## config.mk

```make
export PLATFORM = sky130hd
export DESIGN_NAME = mtx_tx
export DESIGN_NICKNAME = d
export VERILOG_FILES = /design/src/mtx_pkg.sv /design/src/mtx_fifo2.sv /design/src/mtx_tx.sv
export SDC_FILE = /design/constraint.sdc
export NUM_CORES = 1
export LEC_CHECK = 0
export ABC_AREA = 1
export BUFFER_PORTS_ARGS = -buffer_cell sky130_fd_sc_hd__buf_2
export CORE_MARGIN = 5
export CORE_UTILIZATION = 40
export CTS_CLUSTER_SIZE = 28
export DETAILED_ROUTE_END_ITERATION = 6
export MAX_ROUTING_LAYER = met4
export PLACE_DENSITY = 0.62
export SYNTH_ARGS = -nofsm -noshare
export SYNTH_HDL_FRONTEND = slang
export SYNTH_SLANG_ARGS = --single-unit
```

## constraint.sdc

```tcl
create_clock -name core_clk -period 1.9 [get_ports core_clk]
set_clock_uncertainty 0.15 [all_clocks]
set_input_delay 0 -clock core_clk [delete_from_list [all_inputs] [get_ports core_clk]]
set_output_delay 0 -clock core_clk [all_outputs]
set_load 0.02 [all_outputs]
```

## src/mtx_pkg.sv

```systemverilog
// Shared constants and types for the transmit nibble input block
package mtx_pkg;

	// ----------------------------------------------------------------
	// Widths
	// ----------------------------------------------------------------
	localparam int NIB_W = 4;
	localparam int FIFO_DEPTH = 2;

	// ----------------------------------------------------------------
	// Timing: reference and transmit clock rates
	// ----------------------------------------------------------------
	localparam int REF_FREQ_KHZ = 25000;
	localparam int TX_NIBBLE_CLOCK_100_KHZ = 25000;
	localparam int TX_NIBBLE_CLOCK_10_KHZ = 2500;
	localparam int REF_DIV_10_INT = REF_FREQ_KHZ / TX_NIBBLE_CLOCK_10_KHZ;
	localparam logic [3:0] REF_DIV_10 = 4'(REF_DIV_10_INT);
	localparam logic [3:0] REF_HIGH_10 = 4'(REF_DIV_10_INT / 2);
	localparam logic [3:0] REF_CNT_ZERO = 4'h0;
	localparam logic [3:0] REF_CNT_ONE = 4'h1;

	// ----------------------------------------------------------------
	// Reset values
	// ----------------------------------------------------------------
	localparam logic [NIB_W-1:0] NIB_RESET = 4'h0;
	localparam logic SPEED_RESET = 1'b0;
	localparam logic XOVER_RESET = 1'b1;

	// ----------------------------------------------------------------
	// Carriers
	// ----------------------------------------------------------------
	typedef struct packed {
		logic last;
		logic [NIB_W-1:0] nibble;
	} mtx_word_t;

	typedef struct packed {
		logic ref_clock;
		logic frame_valid;
		logic [NIB_W-1:0] nibble;
		logic speed_100;
		logic xover;
	} mtx_pins_t;

	localparam mtx_word_t WORD_RESET = '{last: 1'b0, nibble: NIB_RESET};
	localparam mtx_pins_t PINS_RESET = '{ref_clock: 1'b0,
		frame_valid: 1'b0, nibble: NIB_RESET, speed_100: SPEED_RESET,
		xover: XOVER_RESET};

	typedef enum logic [1:0] {
		MTX_IDLE = 2'b01,
		MTX_FRAME = 2'b10
	} mtx_state_t;

endpackage : mtx_pkg

```

## src/mtx_fifo2.sv

```systemverilog
// Two-entry buffer with valid and ready on both sides
`timescale 1ns/1ps
module mtx_fifo2
(
	input wire logic clk,
	input wire logic rst_n,
	input wire logic ce,
	input wire logic in_valid,
	output logic in_ready,
	input wire mtx_pkg::mtx_word_t in_word,
	output logic out_valid,
	input wire logic out_ready,
	output mtx_pkg::mtx_word_t out_word
);
	import mtx_pkg::*;

	// ----------------------------------------------------------------
	// Storage and pointers
	// ----------------------------------------------------------------
	mtx_word_t mem [FIFO_DEPTH];
	logic wr_ptr;
	logic rd_ptr;
	logic [1:0] count;

	wire logic do_push;
	wire logic do_pop;
	wire logic [1:0] next_count;

	assign in_ready = (count != 2'(FIFO_DEPTH));
	assign out_valid = (count != 2'h0);
	assign out_word = mem[rd_ptr];
	assign do_push = in_valid & in_ready;
	assign do_pop = out_valid & out_ready;
	assign next_count = count + 2'(do_push) - 2'(do_pop);

	always_ff @(posedge clk or negedge rst_n)
	begin
		if (!rst_n)
		begin
			wr_ptr <= 1'b0;
			rd_ptr <= 1'b0;
			count <= 2'h0;
			mem[0] <= WORD_RESET;
			mem[1] <= WORD_RESET;
		end
		else if (ce)
		begin
			if (do_push)
			begin
				mem[wr_ptr] <= in_word;
				wr_ptr <= ~wr_ptr;
			end
			if (do_pop)
				rd_ptr <= ~rd_ptr;
			count <= next_count;
		end
	end

endmodule : mtx_fifo2

```

## src/mtx_tx.sv

```systemverilog
// Transmit nibble input of the media independent interface
//
// Operation
// RQ1: Nibble is four bits, bit 0 least significant, bit 3 most.
// RQ2: While frame valid is high, capture nibble at every transmit clock rise.
// RQ3: Frame valid tells when data is offered; capture starts on it.
// RQ4: Every nibble captured during frame valid goes out to the media; a nibble pushed while the buffer is full is dropped and raises tx_overrun.
// RQ5: After frame valid drops, no further nibbles go to the media.
// RQ6: Speed output high at 100 Mb/s, low at 10 Mb/s.
// RQ7: Reset input is active low; low holds reset, high releases.
// RQ8: All timing derives from the 25 MHz reference input.
// RQ9: Crossover enable input; floating reads high through a pull-up.
// RQ10: Transmit clock is 2.5 MHz at 10 Mb/s, 25 MHz at 100 Mb/s.
// RQ11: MAC holds frame valid over the frame, new nibble every rise.
`timescale 1ns/1ps
module mtx_tx
(
	input wire logic core_clk,
	input wire logic rst_n,
	input wire logic ce,
	input wire logic ref_clock,
	input wire logic speed_100_select,
	input wire logic crossover_auto_enable,
	input wire logic tx_frame_valid,
	input wire logic [mtx_pkg::NIB_W-1:0] tx_nibble,
	output logic tx_nibble_clock,
	output logic speed_100_indicate,
	output logic crossover_auto_active,
	output logic media_valid,
	input wire logic media_ready,
	output mtx_pkg::mtx_word_t media_word,
	output logic tx_overrun
);
	import mtx_pkg::*;

	// ----------------------------------------------------------------
	// Helpers
	// ----------------------------------------------------------------
	// A bit takes the new level only once the two late stages agree
	function automatic mtx_pins_t settle(mtx_pins_t s2, mtx_pins_t s3,
		mtx_pins_t held);
		mtx_pins_t differ;
		differ = s2 ^ s3;
		settle = (s3 & ~differ) | (held & differ);
	endfunction : settle

	// ----------------------------------------------------------------
	// Pin synchroniser
	// ----------------------------------------------------------------
	// Stage 1 is read only by stage 2, to keep metastability contained
	mtx_pins_t pin_raw;
	mtx_pins_t sync1;
	mtx_pins_t sync2;
	mtx_pins_t sync3;
	mtx_pins_t pins;
	wire mtx_pins_t next_pins;

	assign pin_raw.ref_clock = ref_clock;
	assign pin_raw.frame_valid = tx_frame_valid;
	assign pin_raw.nibble = tx_nibble; // RQ1
	assign pin_raw.speed_100 = speed_100_select;
	assign pin_raw.xover = crossover_auto_enable;
	assign next_pins = settle(sync2, sync3, pins);

	always_ff @(posedge core_clk or negedge rst_n)
	begin
		if (!rst_n) // RQ7
		begin
			sync1 <= PINS_RESET;
			sync2 <= PINS_RESET;
			sync3 <= PINS_RESET;
			pins <= PINS_RESET;
		end
		else if (ce)
		begin
			sync1 <= pin_raw;
			sync2 <= sync1;
			sync3 <= sync2;
			pins <= next_pins;
		end
	end

	// ----------------------------------------------------------------
	// Configuration outputs
	// ----------------------------------------------------------------
	// Speed only changes while idle, including the cycle that takes a frame's first nibble
	mtx_state_t state;
	wire logic speed_may_change;

	assign speed_may_change = (state == MTX_IDLE);

	always_ff @(posedge core_clk or negedge rst_n)
	begin
		if (!rst_n)
		begin
			speed_100_indicate <= SPEED_RESET;
			crossover_auto_active <= XOVER_RESET;
		end
		else if (ce)
		begin
			if (speed_may_change)
				speed_100_indicate <= pins.speed_100; // RQ6
			crossover_auto_active <= pins.xover; // RQ9
		end
	end

	// ----------------------------------------------------------------
	// Transmit clock generation from the reference
	// ----------------------------------------------------------------
	logic ref_prev;
	logic [3:0] ref_count;
	wire logic ref_rise;
	wire logic ref_wrap;
	wire logic [3:0] next_ref_count;
	wire logic next_tx_nibble_clock_10;
	wire logic next_tx_nibble_clock;
	wire logic tx_nibble_clock_rise;

	assign ref_rise = pins.ref_clock & ~ref_prev; // RQ8
	assign ref_wrap = (ref_count == REF_DIV_10 - REF_CNT_ONE);
	assign next_ref_count = ref_wrap ? REF_CNT_ZERO
		: ref_count + REF_CNT_ONE;
	assign next_tx_nibble_clock_10 = (ref_count < REF_HIGH_10);
	// One reference period per nibble at 100, ten at 10
	assign next_tx_nibble_clock = speed_100_indicate ? pins.ref_clock
		: next_tx_nibble_clock_10; // RQ10
	assign tx_nibble_clock_rise = next_tx_nibble_clock & ~tx_nibble_clock;

	always_ff @(posedge core_clk or negedge rst_n)
	begin
		if (!rst_n)
		begin
			ref_prev <= 1'b0;
			ref_count <= REF_CNT_ZERO;
			tx_nibble_clock <= 1'b0;
		end
		else if (ce)
		begin
			ref_prev <= pins.ref_clock;
			if (ref_rise)
				ref_count <= next_ref_count; // RQ10
			tx_nibble_clock <= next_tx_nibble_clock;
		end
	end

	// ----------------------------------------------------------------
	// Frame capture
	// ----------------------------------------------------------------
	// A nibble is held one beat so its last mark is known on push
	logic held_valid;
	logic [NIB_W-1:0] held_nibble;
	mtx_state_t next_state;
	wire logic offer;
	wire logic take;
	wire logic close;
	wire logic push;
	wire mtx_word_t push_word;
	wire logic buf_in_ready;

	// The MAC keeps the strobe high for the whole frame
	assign offer = tx_nibble_clock_rise & pins.frame_valid; // RQ3 RQ11
	assign take = offer; // RQ2
	assign close = tx_nibble_clock_rise & ~pins.frame_valid & held_valid; // RQ5
	assign push = (take | close) & held_valid; // RQ4
	assign push_word.last = close;
	assign push_word.nibble = held_nibble;

	always_comb
	begin
		next_state = state;
		unique case (state)
			MTX_IDLE:
				if (take)
					next_state = MTX_FRAME;
			MTX_FRAME:
				if (close)
					next_state = MTX_IDLE;
			default:
				next_state = MTX_IDLE;
		endcase
	end

	always_ff @(posedge core_clk or negedge rst_n)
	begin
		if (!rst_n)
		begin
			state <= MTX_IDLE;
			held_valid <= 1'b0;
			held_nibble <= NIB_RESET;
			tx_overrun <= 1'b0;
		end
		else if (ce)
		begin
			state <= next_state;
			if (take)
			begin
				held_valid <= 1'b1;
				held_nibble <= pins.nibble; // RQ2
			end
			else if (close)
				held_valid <= 1'b0; // RQ5
			// A stalled media side cannot stop the MAC; loss is flagged
			tx_overrun <= push & ~buf_in_ready;
		end
	end

	// ----------------------------------------------------------------
	// Buffer toward the media
	// ----------------------------------------------------------------
	wire logic buf_out_valid;
	wire logic buf_out_ready;
	wire mtx_word_t buf_out_word;
	wire logic out_load;

	mtx_fifo2 u_buf
	(
		.clk(core_clk),
		.rst_n(rst_n),
		.ce(ce),
		.in_valid(push),
		.in_ready(buf_in_ready),
		.in_word(push_word),
		.out_valid(buf_out_valid),
		.out_ready(buf_out_ready),
		.out_word(buf_out_word)
	);

	assign buf_out_ready = ~media_valid | media_ready;
	assign out_load = buf_out_valid & buf_out_ready;

	// ----------------------------------------------------------------
	// Media output register
	// ----------------------------------------------------------------
	always_ff @(posedge core_clk or negedge rst_n)
	begin
		if (!rst_n)
		begin
			media_valid <= 1'b0;
			media_word <= WORD_RESET;
		end
		else if (ce)
		begin
			if (buf_out_ready)
				media_valid <= buf_out_valid; // RQ4
			if (out_load)
				media_word <= buf_out_word;
		end
	end

endmodule : mtx_tx

```

Word-level counts from Yosys, hierarchy flattened:

Index checks and enable logic that the tools add are counted.
W data, S select, Z words.

* register bits: 68
* bits of input ports: 12
* output and inout port bits: 10
* word-level logic and storage cells: 101

* add/sub/neg operators: 3
* $lt $le $gt $ge: 4
* equality and inequality tests: 6
* multiplexer cells: 13
* bitwise gates (word level): 25
* reductions and logical operators: 11

Operators by type and width (count)
* $mux W5: 4
* $and A8 B8 Y8: 2
* $reduce_and A2 Y1: 7
* $bwmux W10: 1
* $and A1 B1 Y1: 9
* $not A8 Y8: 1
* $or A8 B8 Y8: 1
* $xor A8 B8 Y8: 1
* $not A1 Y1: 7
* $demux W5 S1: 1
* $add A4 B1 Y4 const B: 1
* $eq A4 B4 Y1 const B: 1
* $ge A2 B2 Y1 const B: 2
* $lt A4 B3 Y1 const B: 1
* $mux W2: 2
* $mux W4: 1
* $ne A2 B2 Y1 const B: 2
* $not A1 Y2: 2
* $pmux W2 S2: 1
* $reduce_bool A2 Y1: 2
* $mux W1: 3
* $reduce_and A3 Y1: 1
* $add A2 B1 Y2: 1
* $eq A2 B1 Y1 const B: 1
* 6 further kinds: 7

Depth between registers and ports, before layout:

Gate-level depths: netlist of run 1.

* word-level depth: 10
* mapped depth: 10
* mapped depth without buffers: 10

By module:

Synthesis of run 1 repeated with hierarchy kept, for this count alone.

* cells, all modules: 330
* area total of the unflattened synthesis: 2949.1 um^2

By module, submodules not included
* mtx_tx: times used 1, cells each 239, area each 2222.1 um^2, seq. area each 1358.8 um^2
* mtx_fifo2: times used 1, cells each 91, area each 726.9 um^2, seq. area each 350.3 um^2

Worst setup path before layout of run 1:

No wires, ideal clock.

* path kind: reg2reg
* start: reg media_valid
* end: reg u_buf.count[1]
* setup time: 117 ps
* data arrival time: 1314 ps
* required time: 1633 ps
* setup slack: 319 ps
* cell stages (with the launch flop): 11
* path buffers: 0
* clock period less this slack: 1581 ps
* cells stage by stage: dfrtp_1 > inv_1 > nor2_1 > nor2_1 > ha_1 > inv_1 > nand4_1 > nand2_1 > nand2_1 > nand2_1 > nand2_1

* cells in the longest elaborated chain, start to end: 4

RTL lines
* start, declared: RTL line mtx_tx.sv:29 `output logic media_valid,`
* start signal, assigned: RTL line mtx_tx.sv:244 `media_valid <= buf_out_valid;`
* $not A1 Y1: RTL line mtx_tx.sv:228 `assign buf_out_ready = ~media_valid | media_ready;`
* $or A1 B1 Y1: RTL line mtx_tx.sv:228
* $and A1 B1 Y1: RTL line mtx_fifo2.sv:33 `assign do_pop = out_valid & out_ready;`
* $sub A2 B1 Y2: RTL line mtx_fifo2.sv:34 `assign next_count = count + 2'(do_push) - 2'(do_pop);`
* end signal, assigned: RTL line mtx_fifo2.sv:55 `count <= next_count;`
* end, declared: RTL line mtx_fifo2.sv:23 `logic [1:0] count;`

Every way passes these cells.
A chain may end at the register's enable or synchronous reset.

==> run summary, run 1 <==
Status - complete, no violations
Fin nets - 378
Maximum vdd ir drop - 0.544 mV
Sw frac - 35.4%
RSZ-0062 raised after global routing - false
WL/cell - 11.2 um
Finished Layout Cells - 466
Worst Slack Setup Final - 132 ps
Diode count - 0
CTS root buf - clkbuf_8
Sequential area share after synthesis - 59.8%
Setup_tns - 0 ps
Maximum fanout along the worst path - 1
Crit path kind - input pin to flop
Class of the worst hold path - input pin to flop
Synth area leaders - dfrtp_1 (54%), nand2_1 (15%), o21ai_0 (7.9%)
Die height - 94.5 um
Avg Inst Size Synth - 9.13 um2
Worst rel slew slack - 72.8%
Top cells by count, synth - nand2_1 (112), dfrtp_1 (62), o21ai_0 (45)
Placed insts - 425
Rows - 30
Max Cap Viol - 0
Tightest Pin Transition - 407 ps
Antenna-violating nets left - 0
Vias per Instance - 4.55
Post-CTS setup buffers - 0
Vias in the first global route - 2134
Share of total power in sequential cells - 47.9%
Post-synth EDFFs - 0
Die X - 94.5 um
Reg clk slew, reported paths - 70 ps
CP endpoint kind - flop
Initial core utilization - 41.6%
Die area - 0.00894 mm2
Largest net degree at the start of global routing - 69
Logic gate share of total power - 26.6%
Internal power - 2.90 mW
CTS tree - built
First-pass DRT Iterations - 5
Setup slack at placement - 296 ps
Psw - 1.59 mW
Most frequent cell after synthesis - nand2_1
Worst setup SP type - input pin
Pins Over Slew Limit - 0
Max Freq - 566 MHz
First-pass GRT wire length - 9600 um
CP required - 1970 ps
Final hold vios - 0
Pwr/cell area - 1270 mW/mm2
CTS Hold Bufs - 25
Gpl congestion - 0.675
Synth warn - 0
GRT Total Usage - 14.3%
Post-detail-place hpwl - 3180 um
Initial antenna violation count - 0
Yosys top cell area share - 54.3%
Max Root-Sink Buffers - 2
Final setup fails - 0
Final wirelength - 5240 um
Synthesized area - 0.00286 mm2
Distinct cell type count after synthesis - 26
H-tree levels - 3
Post-route clock period utilization - 93.1%
PortBufs - 21
Arrival time worst endpoint - 1840 ps
Commonest register cell after synthesis - dfrtp_1
Synthesized net count - 326
Layout cells sized above 1 - 15.1%
Clk Latency, worst-skew pair - 340 ps
Clock share of power - 25.5%
P&R area growth vs syn - 23.3%
Leading area contributor after synthesis - dfrtp_1
Synthesized instance count - 313
Ports - 22
Via Count - 2119
Initial drt markers - 92
TritonCTS Buffers - 9
Post-CTS sizing - 0
Lkg Pwr - 1.77 nW
Total power - 4.49 mW
DRC viols - 0
TritonCTS Sinks - 68
Min Tclk post-route - 1770 ps
Core Region - 0.00687 mm2
Share of flip-flops with an asynchronous set or reset - 100%
Gr ovfl total - 0
Number of synthesized register bits - 68
-- area by class of cell --
type / instances / area [um2]
multi-input cells: 212 / 1020
clock buffers: 10 / 128
repair buffers: 50 / 398
flip-flops and latches: 68 / 1710
inverters: 24 / 90.1
well taps: 96 / 120
fillers: 647 / 3340
clock inverters: 6 / 63.8
-- metrics by stage --
step | area [um2] | hold slack (ps) | util (%)
2_1_floorplan | 2860 | -446 | -
3_3_place_gp | 3080 | -100 | 44.9
3_5_place_dp | 3080 | -101 | 44.9
4_1_cts | 3530 | 2.57 | 51.3
5_1_grt | 3530 | 31.7 | 51.3
6_report | 3530 | 15.5 | 51.3
-- final timing paths --
path	start	endpoint	slack, ps	cells after the start
max	ref_clock	sync1[7]$_DFFE_PN0P_	130	6
min	ce	tx_nibble_clock$_DFFE_PN0P_	20	4
max reg2reg	u_buf.count[1]$_DFFE_PN0P_	u_buf.count[1]$_DFFE_PN0P_	310	9
min reg2reg	sync2[0]$_DFFE_PN1P_	sync2[0]$_DFFE_PN1P_	310	2
max in group asynchronous	rst_n	crossover_auto_active$_DFFE_PN1P_	1200	3
min in group asynchronous	rst_n	ref_count[3]$_DFFE_PN0P_	60	3
-- layer usage --
layer | share of wire, % | GRT usage (%) | routed length (um)
met5 | 0 | - | 0
met4 | 0.80 | 3.97 | 42
met3 | 3.5 | 5.50 | 181
met2 | 46 | 22.2 | 2410
met1 | 50 | 17.4 | 2610
-- power by group through the flow --
stage	registers, mW	logic (mW)	clock network (mW)
global placement	2.16	1.14	0
finish	2.15	1.19	1.14
detailed placement	2.17	1.16	0
global route	2.21	1.37	1.25
CTS	2.15	1.22	1.19
floorplan	2.20	0.803	0
-- kinds of logic (layout without fill, tap and decap cells) --
kind of cell             Yosys count  in the layout  synth area share, %
AO/OA/AOI/OAI                     54             54                 9.80
flip-flops                        68             68                 59.8
buffers and inverters             33             90                 4.64
adder cells (fa/ha/maj)            1              1                0.438
multiplexers                       1              1                0.394
XOR/XNOR                           5              5                 1.53
AND/OR/NAND/NOR                  151            151                 23.4
-- critical path: stages --
cell and delay, ps:
dlygate4sd3_1 530, buf_2 120, nand2_1 50, dlygate4sd3_1 530, o21ai_0 60, dlygate4sd3_1 550
-- cell usage in the layout, fill, tap and decap left out, types with 3 or more instances in the layout --
cell / n
nand2_1: 112
dfrtp_1: 62
o21ai_0: 45
dlygate4sd3_1: 25
inv_1: 23
buf_2: 21
nor2_1: 20
clkbuf_8: 9
nand3_1: 7
dfstp_2: 6
a21oi_1: 4
o211ai_1: 3
nand2_4: 3
xor2_1: 3
nand4_1: 3
buf_4: 3
Power figures use the tool's default switching activity.
==> run 2: changes to the inputs <==
--- a/config.mk
+++ b/config.mk
@@ -12,7 +12,7 @@
 export CTS_CLUSTER_SIZE = 28
 export DETAILED_ROUTE_END_ITERATION = 6
 export MAX_ROUTING_LAYER = met4
-export PLACE_DENSITY = 0.62
+export PLACE_DENSITY_LB_ADDON = 0.25
 export SYNTH_ARGS = -nofsm -noshare
 export SYNTH_HDL_FRONTEND = slang
 export SYNTH_SLANG_ARGS = --single-unit
==> run 2 against run 1 <==
Via count down 3.2%. Utilization down 0.95 points. Final area down 1.8%. Global-route usage down 0.61 points. Combinational power about the same. Critical path depth unchanged. Largest cell class unchanged. Non-clock buffer count down 7. Highest routed layer unchanged. Worst hold slack better by 47 ps. Clock-buffer cell count unchanged. Final cell count down 1.5%.
==> run summary, run 2 (synthesis results as in run 1) <==
WL/cell - 11.0 um (was 11.2 um)
Start of the worst register-to-register path - u_buf.count[1]$_DFFE_PN0P_ (unchanged)
Placed insts - 427 (was 425)
Post-CTS sizing - 0 (unchanged)
Vias per Instance - 4.47 (was 4.55)
GRT Total Usage - 13.6% (was 14.3%)
Post-detail-place hpwl - 3370 um (was 3180 um)
Seq. cell area - 0.00171 mm2 (unchanged)
Fillers - 659 (was 647)
Final hold vios - 0 (unchanged)
Max Root-Sink Buffers - 2 (unchanged)
Final wirelength - 5040 um (was 5240 um)
Die area - 0.00894 mm2 (unchanged)
CTS tree - built (unchanged)
Finished Layout Cells - 459 (was 466)
Hold_ws - 62.5 ps (was 15.5 ps)
Post-route clock period utilization - 93.8% (was 93.1%)
Die X - 94.5 um (unchanged)
Share of total power in sequential cells - 47.5% (was 47.9%)
R2r worst-path depth - 9 (unchanged)
Arrival time worst endpoint - 1860 ps (was 1840 ps)
Largest net degree at the start of global routing - 29 (was 69)
Gr ovfl total - 0 (unchanged)
Min Tclk post-route - 1780 ps (was 1770 ps)
Worst setup SP type - input pin (unchanged)
Sw frac - 35.0% (was 35.4%)
Max Cap Viol - 0 (unchanged)
Diode count - 0 (unchanged)
Worst rel slew slack - 54.1% (was 72.8%)
Final setup fails - 0 (unchanged)
Vias in the first global route - 1959 (was 2134)
Tightest Pin Transition - 687 ps (was 407 ps)
Critical path startpoint - ref_clock (unchanged)
DRC viols - 0 (unchanged)
RSZ-0062 raised after global routing - false (unchanged)
CP endpoint kind - flop (unchanged)
Reg clk slew, reported paths - 70 ps (about the same)
Clock share of power - 26.3% (was 25.5%)
Max Freq - 561 MHz (was 566 MHz)
Maximum vdd ir drop - 0.507 mV (was 0.544 mV)
Pins Over Slew Limit - 0 (unchanged)
First-pass DRT Iterations - 4 (was 5)
TritonCTS Buffers - 9 (unchanged)
Multi-input logic area - 0.00102 mm2 (unchanged)
PortBufs - 21 (unchanged)
Class of the worst hold path - input pin to asynchronous set/reset pin (was input pin to flop)
Core Region - 0.00687 mm2 (unchanged)
Ports - 22 (unchanged)
First-pass GRT wire length - 9060 um (was 9600 um)
Gpl congestion - 0.734 (was 0.675)
CP required - 1980 ps (was 1970 ps)
Antenna-violating nets left - 0 (unchanged)
Reg2reg setup slack - 300 ps (was 310 ps)
Fin nets - 371 (was 378)
Setup_tns - 0 ps (unchanged)
RR Endpoint - u_buf.count[1]$_DFFE_PN0P_ (unchanged)
CTS Hold Bufs - 16 (was 25)
Lkg Pwr - 1.76 nW (was 1.77 nW)
Status - complete, no violations (unchanged)
CTS root buf - clkbuf_8 (unchanged)
Layout cells sized above 1 - 16.3% (was 15.1%)
P&R area growth vs syn - 21.1% (was 23.3%)
Post-CTS setup buffers - 0 (unchanged)
H-tree levels - 3 (unchanged)
Logic gate share of total power - 26.2% (was 26.6%)
Crit path kind - input pin to flop (unchanged)
Internal power - 2.93 mW (was 2.90 mW)
Initial antenna violation count - 0 (unchanged)
Final Core Density - 50.4% (was 51.3%)
Initial drt markers - 98 (was 92)
Pwr/cell area - 1300 mW/mm2 (was 1270 mW/mm2)
Via Count - 2052 (was 2119)
Die height - 94.5 um (unchanged)
Psw - 1.58 mW (was 1.59 mW)
CP Capture Point - sync1[7]$_DFFE_PN0P_ (unchanged)
TritonCTS Sinks - 68 (unchanged)
Maximum fanout along the worst path - 1 (unchanged)
Most frequent cells in the layout - nand2_1 (112), dfrtp_1 (62), o21ai_0 (45), inv_1 (23), buf_2 (21) (was nand2_1 (112), dfrtp_1 (62), o21ai_0 (45), dlygate4sd3_1 (25), inv_1 (23))
Rows - 30 (unchanged)
Clk Latency, worst-skew pair - 340 ps (about the same)
Initial core utilization - 41.6% (unchanged)
Most common cell after layout, fill and taps aside - nand2_1 (unchanged)
run 2: critical path, stage by stage:
cell	delay, ps
dlygate4sd3_1	530
buf_2	120
nand2_1	50
dlygate4sd3_1	530
o21ai_0	80
dlygate4sd3_1	560
run 2: through the flow:
| stage | cell area (um2) | power, mW | worst slack (ps) |
|---|---|---|---|
| after global placement | 3100 | 3.29 | 350 |
| after CTS | 3460 | 4.59 | 145 |
| after detailed placement | 3100 | 3.34 | 311 |
| final | 3460 | 4.51 | 118 |
| after global routing | 3460 | 4.87 | 69.4 |
| after floorplan | 2860 | 3.00 | 319 |
run 2: layer usage:
metal	routed length (um)	track usage, %	part of all wire [%]
met1	2480	16.7	49
met2	2270	20.1	45
met3	251	5.58	5.0
met4	36	5.41	0.71
met5	0	-	0
run 2: layout make-up:
type                            instances  share of cell area, %
Clock inverter                          6                   1.84
Multi-Input combinational cell        212                   29.4
Sequential cell                        68                   49.4
Tap cell                               96                   3.47
Timing Repair Buffer                   43                   9.33
Inverter                               24                   2.60
Clock buffer                           10                   3.98
run 2: worst min path at each step:
stage               startpoint                         end  slack [ps]  cells past startpoint
floorplan                rst_n  asynchronous set/reset pin        -450                      0
finish                   rst_n    ref_count[1]$_DFFE_PN0P_          60                      3
CTS                      rst_n    ref_count[1]$_DFFE_PN0P_          60                      3
detailed placement       rst_n  asynchronous set/reset pin        -180                      1
global placement         rst_n  asynchronous set/reset pin        -180                      1
global route             rst_n    ref_count[3]$_DFFE_PN0P_          70                      3
run 2: power groups by stage:
stage	clock network, mW	registers, mW	logic (mW)
floorplan	0	2.20	0.803
finish	1.19	2.14	1.18
global placement	0	2.16	1.14
CTS	1.24	2.15	1.20
global route	1.31	2.21	1.36
detailed placement	0	2.17	1.17
==> run 3: changes to the inputs <==
--- a/config.mk
+++ b/config.mk
@@ -13,6 +13,7 @@
 export DETAILED_ROUTE_END_ITERATION = 6
 export MAX_ROUTING_LAYER = met4
 export PLACE_DENSITY_LB_ADDON = 0.25
+export SETUP_SLACK_MARGIN = 0.4
 export SYNTH_ARGS = -nofsm -noshare
 export SYNTH_HDL_FRONTEND = slang
 export SYNTH_SLANG_ARGS = --single-unit
==> run 3 against run 2 <==
Non-clock buffer count increased by 8. Combinational power up 31%. First-iteration DRC count decreased by 11%. Maximum frequency up 18%. Critical path depth increased by 3. Global-route usage is 0.68 points higher. Sequential share of layout area down 2.3 points.
==> run summary, run 3 (synthesis results as in run 1) <==
Status - complete, no violations (unchanged)
Lkg Pwr - 1.82 nW (was 1.76 nW)
Gr ovfl total - 0 (unchanged)
Largest net degree at the start of global routing - 69 (was 29)
Final setup fails - 0 (unchanged)
Hold EP - speed_100_indicate$_DFFE_PN0P_
R2r worst-path depth - 9 (unchanged)
Maximum vdd ir drop - 0.545 mV (was 0.507 mV)
Vias per Instance - 4.59 (was 4.47)
Pwr/cell area - 1380 mW/mm2 (was 1300 mW/mm2)
Total power - 5.01 mW (was 4.51 mW)
Most frequent cells in the layout - nand2_1 (108), dfrtp_1 (60), o21ai_0 (35), inv_1 (21), buf_2 (21) (was nand2_1 (112), dfrtp_1 (62), o21ai_0 (45), inv_1 (23), buf_2 (21))
Initial antenna violation count - 0 (unchanged)
P&R area growth vs syn - 27.1% (was 21.1%)
Via Count - 2153 (was 2052)
RSZ-0062 raised after global routing - true (was false)
TritonCTS Buffers - 9 (unchanged)
Final wirelength - 5380 um (was 5040 um)
WL/cell - 11.5 um (was 11.0 um)
Diode count - 0 (unchanged)
Layout cells sized above 1 - 23.1% (was 16.3%)
Start of the worst register-to-register path - u_buf.count[0]$_DFFE_PN0P_ (was u_buf.count[1]$_DFFE_PN0P_)
DRC viols - 0 (unchanged)
Vias in the first global route - 2146 (was 1959)
Die area - 0.00894 mm2 (unchanged)
CTS root buf - clkbuf_8 (unchanged)
Setup_tns - 0 ps (unchanged)
Fillers - 619 (was 659)
Maximum fanout along the worst path - 2 (was 1)
Antenna-violating nets left - 0 (unchanged)
Gpl congestion - 0.759 (was 0.734)
First-pass DRT Iterations - 4 (unchanged)
CP required - 1990 ps (was 1980 ps)
Min Tclk post-route - 1500 ps (was 1780 ps)
CP endpoint kind - flop (unchanged)
Post-detail-place hpwl - 3140 um (was 3370 um)
Die X - 94.5 um (unchanged)
Initial core utilization - 41.6% (unchanged)
Max Root-Sink Buffers - 2 (unchanged)
Reg2reg setup slack - 400 ps (was 300 ps)
Core Region - 0.00687 mm2 (unchanged)
Max Cap Viol - 0 (unchanged)
TritonCTS Sinks - 68 (unchanged)
Class of the worst hold path - input pin to flop (was input pin to asynchronous set/reset pin)
Post-route clock period utilization - 79.2% (was 93.8%)
Worst setup SP type - flop (was input pin)
Reg clk slew, reported paths - 70 ps (about the same)
Ports - 22 (unchanged)
Pins Over Slew Limit - 0 (unchanged)
Rows - 30 (unchanged)
PortBufs - 21 (unchanged)
GRT Total Usage - 14.3% (was 13.6%)
Die height - 94.5 um (unchanged)
Hold_ws - 23.6 ps (was 62.5 ps)
First-pass GRT wire length - 9720 um (was 9060 um)
RR Endpoint - u_buf.count[1]$_DFFE_PN0P_ (unchanged)
Initial drt markers - 87 (was 98)
Max Freq - 665 MHz (was 561 MHz)
Crit path kind - flop to flop (was input pin to flop)
Worst hold start - ce
Arrival time worst endpoint - 1590 ps (was 1860 ps)
Worst rel slew slack - 75.4% (was 54.1%)
Most common cell after layout, fill and taps aside - nand2_1 (unchanged)
Final hold vios - 0 (unchanged)
Hold path cells - 3
CTS tree - built (unchanged)
Tightest Pin Transition - 369 ps (was 687 ps)
Fin nets - 381 (was 371)
H-tree levels - 3 (unchanged)
Clk Latency, worst-skew pair - 340 ps (about the same)
==> run 3: changes by cell type in the layout (fill, tap and decap cells not counted), sizes merged <==
cell / delta
buf: +10
bufinv: +1
clkbuf: -1
clkinv: -1
clkinvlp: -1
dlygate4sd3: -2
inv: +2
nand4: +1
nor2: +1
==> run 3: repair_timing <==
action / CTS / global route
endpoints found under the hold margin: 84 / 0
gates cloned: 2 / 0
pin swaps: 11 / 10
hold buffers: 14 / 0
buffers inserted: 8 / 4
resized for setup: 13 / 16
endpoints found under the setup margin: 18 / 27
==> run 3: worst max path at each step <==
stage / slack [ps] / to / depth (start not counted) / startpoint
global route: 280 / u_buf.mem[9]$_DFFE_PN0P_ / 7 / ref_count[1]$_DFFE_PN0P_
global placement: 350 / u_buf.count[1]$_DFFE_PN0P_ / 9 / u_buf.count[1]$_DFFE_PN0P_
detailed placement: 340 / u_buf.mem[7]$_DFFE_PN0P_ / 6 / ref_count[0]$_DFFE_PN0P_
finish: 400 / u_buf.count[1]$_DFFE_PN0P_ / 9 / u_buf.count[0]$_DFFE_PN0P_
CTS: 360 / u_buf.count[1]$_DFFE_PN0P_ / 10 / media_valid$_DFFE_PN0P_
floorplan: 370 / u_buf.count[1]$_DFFE_PN0P_ / 10 / media_valid$_DFFE_PN0P_
==> run 3: metal layers <==
layer / up-vias / GRT usage (%) / part of all wire (%)
met5: - / - / 0
met4: 0 / 3.97 / 0.17
met3: 2 / 4.78 / 5.6
met2: 46 / 23.1 / 47
met1: 990 / 17.2 / 48
li1: 1115 / - / -
==> run 3: worst max-delay path, stage by stage (launching register included) <==
cell	delay, ps
dfrtp_1	400
nor2_2	150
nor2_4	70
ha_4	150
xnor2_1	190
inv_1	70
nand2_1	60
nand2_1	50
nand2_1	50
nand2_1	50
==> run 3: final cells by class <==
class / count / area, um2 / area share [%]
inverter: 24 / 90.1 / 2.48
clock inverter: 7 / 98.8 / 2.72
timing repair buffer: 51 / 382 / 10.5
clock buffer: 9 / 124 / 3.41
sequential: 68 / 1710 / 47.1
multi-input combinational: 214 / 1110 / 30.5
tap: 96 / 120 / 3.30
==> run 3: power breakdown <==
part           internal [mW]  total (mW)  leakage, nW  switching (mW)
Clock                  0.747        1.32        0.110           0.577
Combinational          0.641        1.54        0.872           0.902
Sequential              1.85        2.14        0.836           0.290
==> run 3: metrics by stage <==
stage	setup WS, ps	cells	util, %	cell area (um2)
floorplan	369	313	-	2860
global placement	348	425	44.9	3090
detailed placement	343	425	44.9	3090
CTS	363	465	51.9	3560
global route	281	469	52.9	3630
finish	396	469	52.9	3630
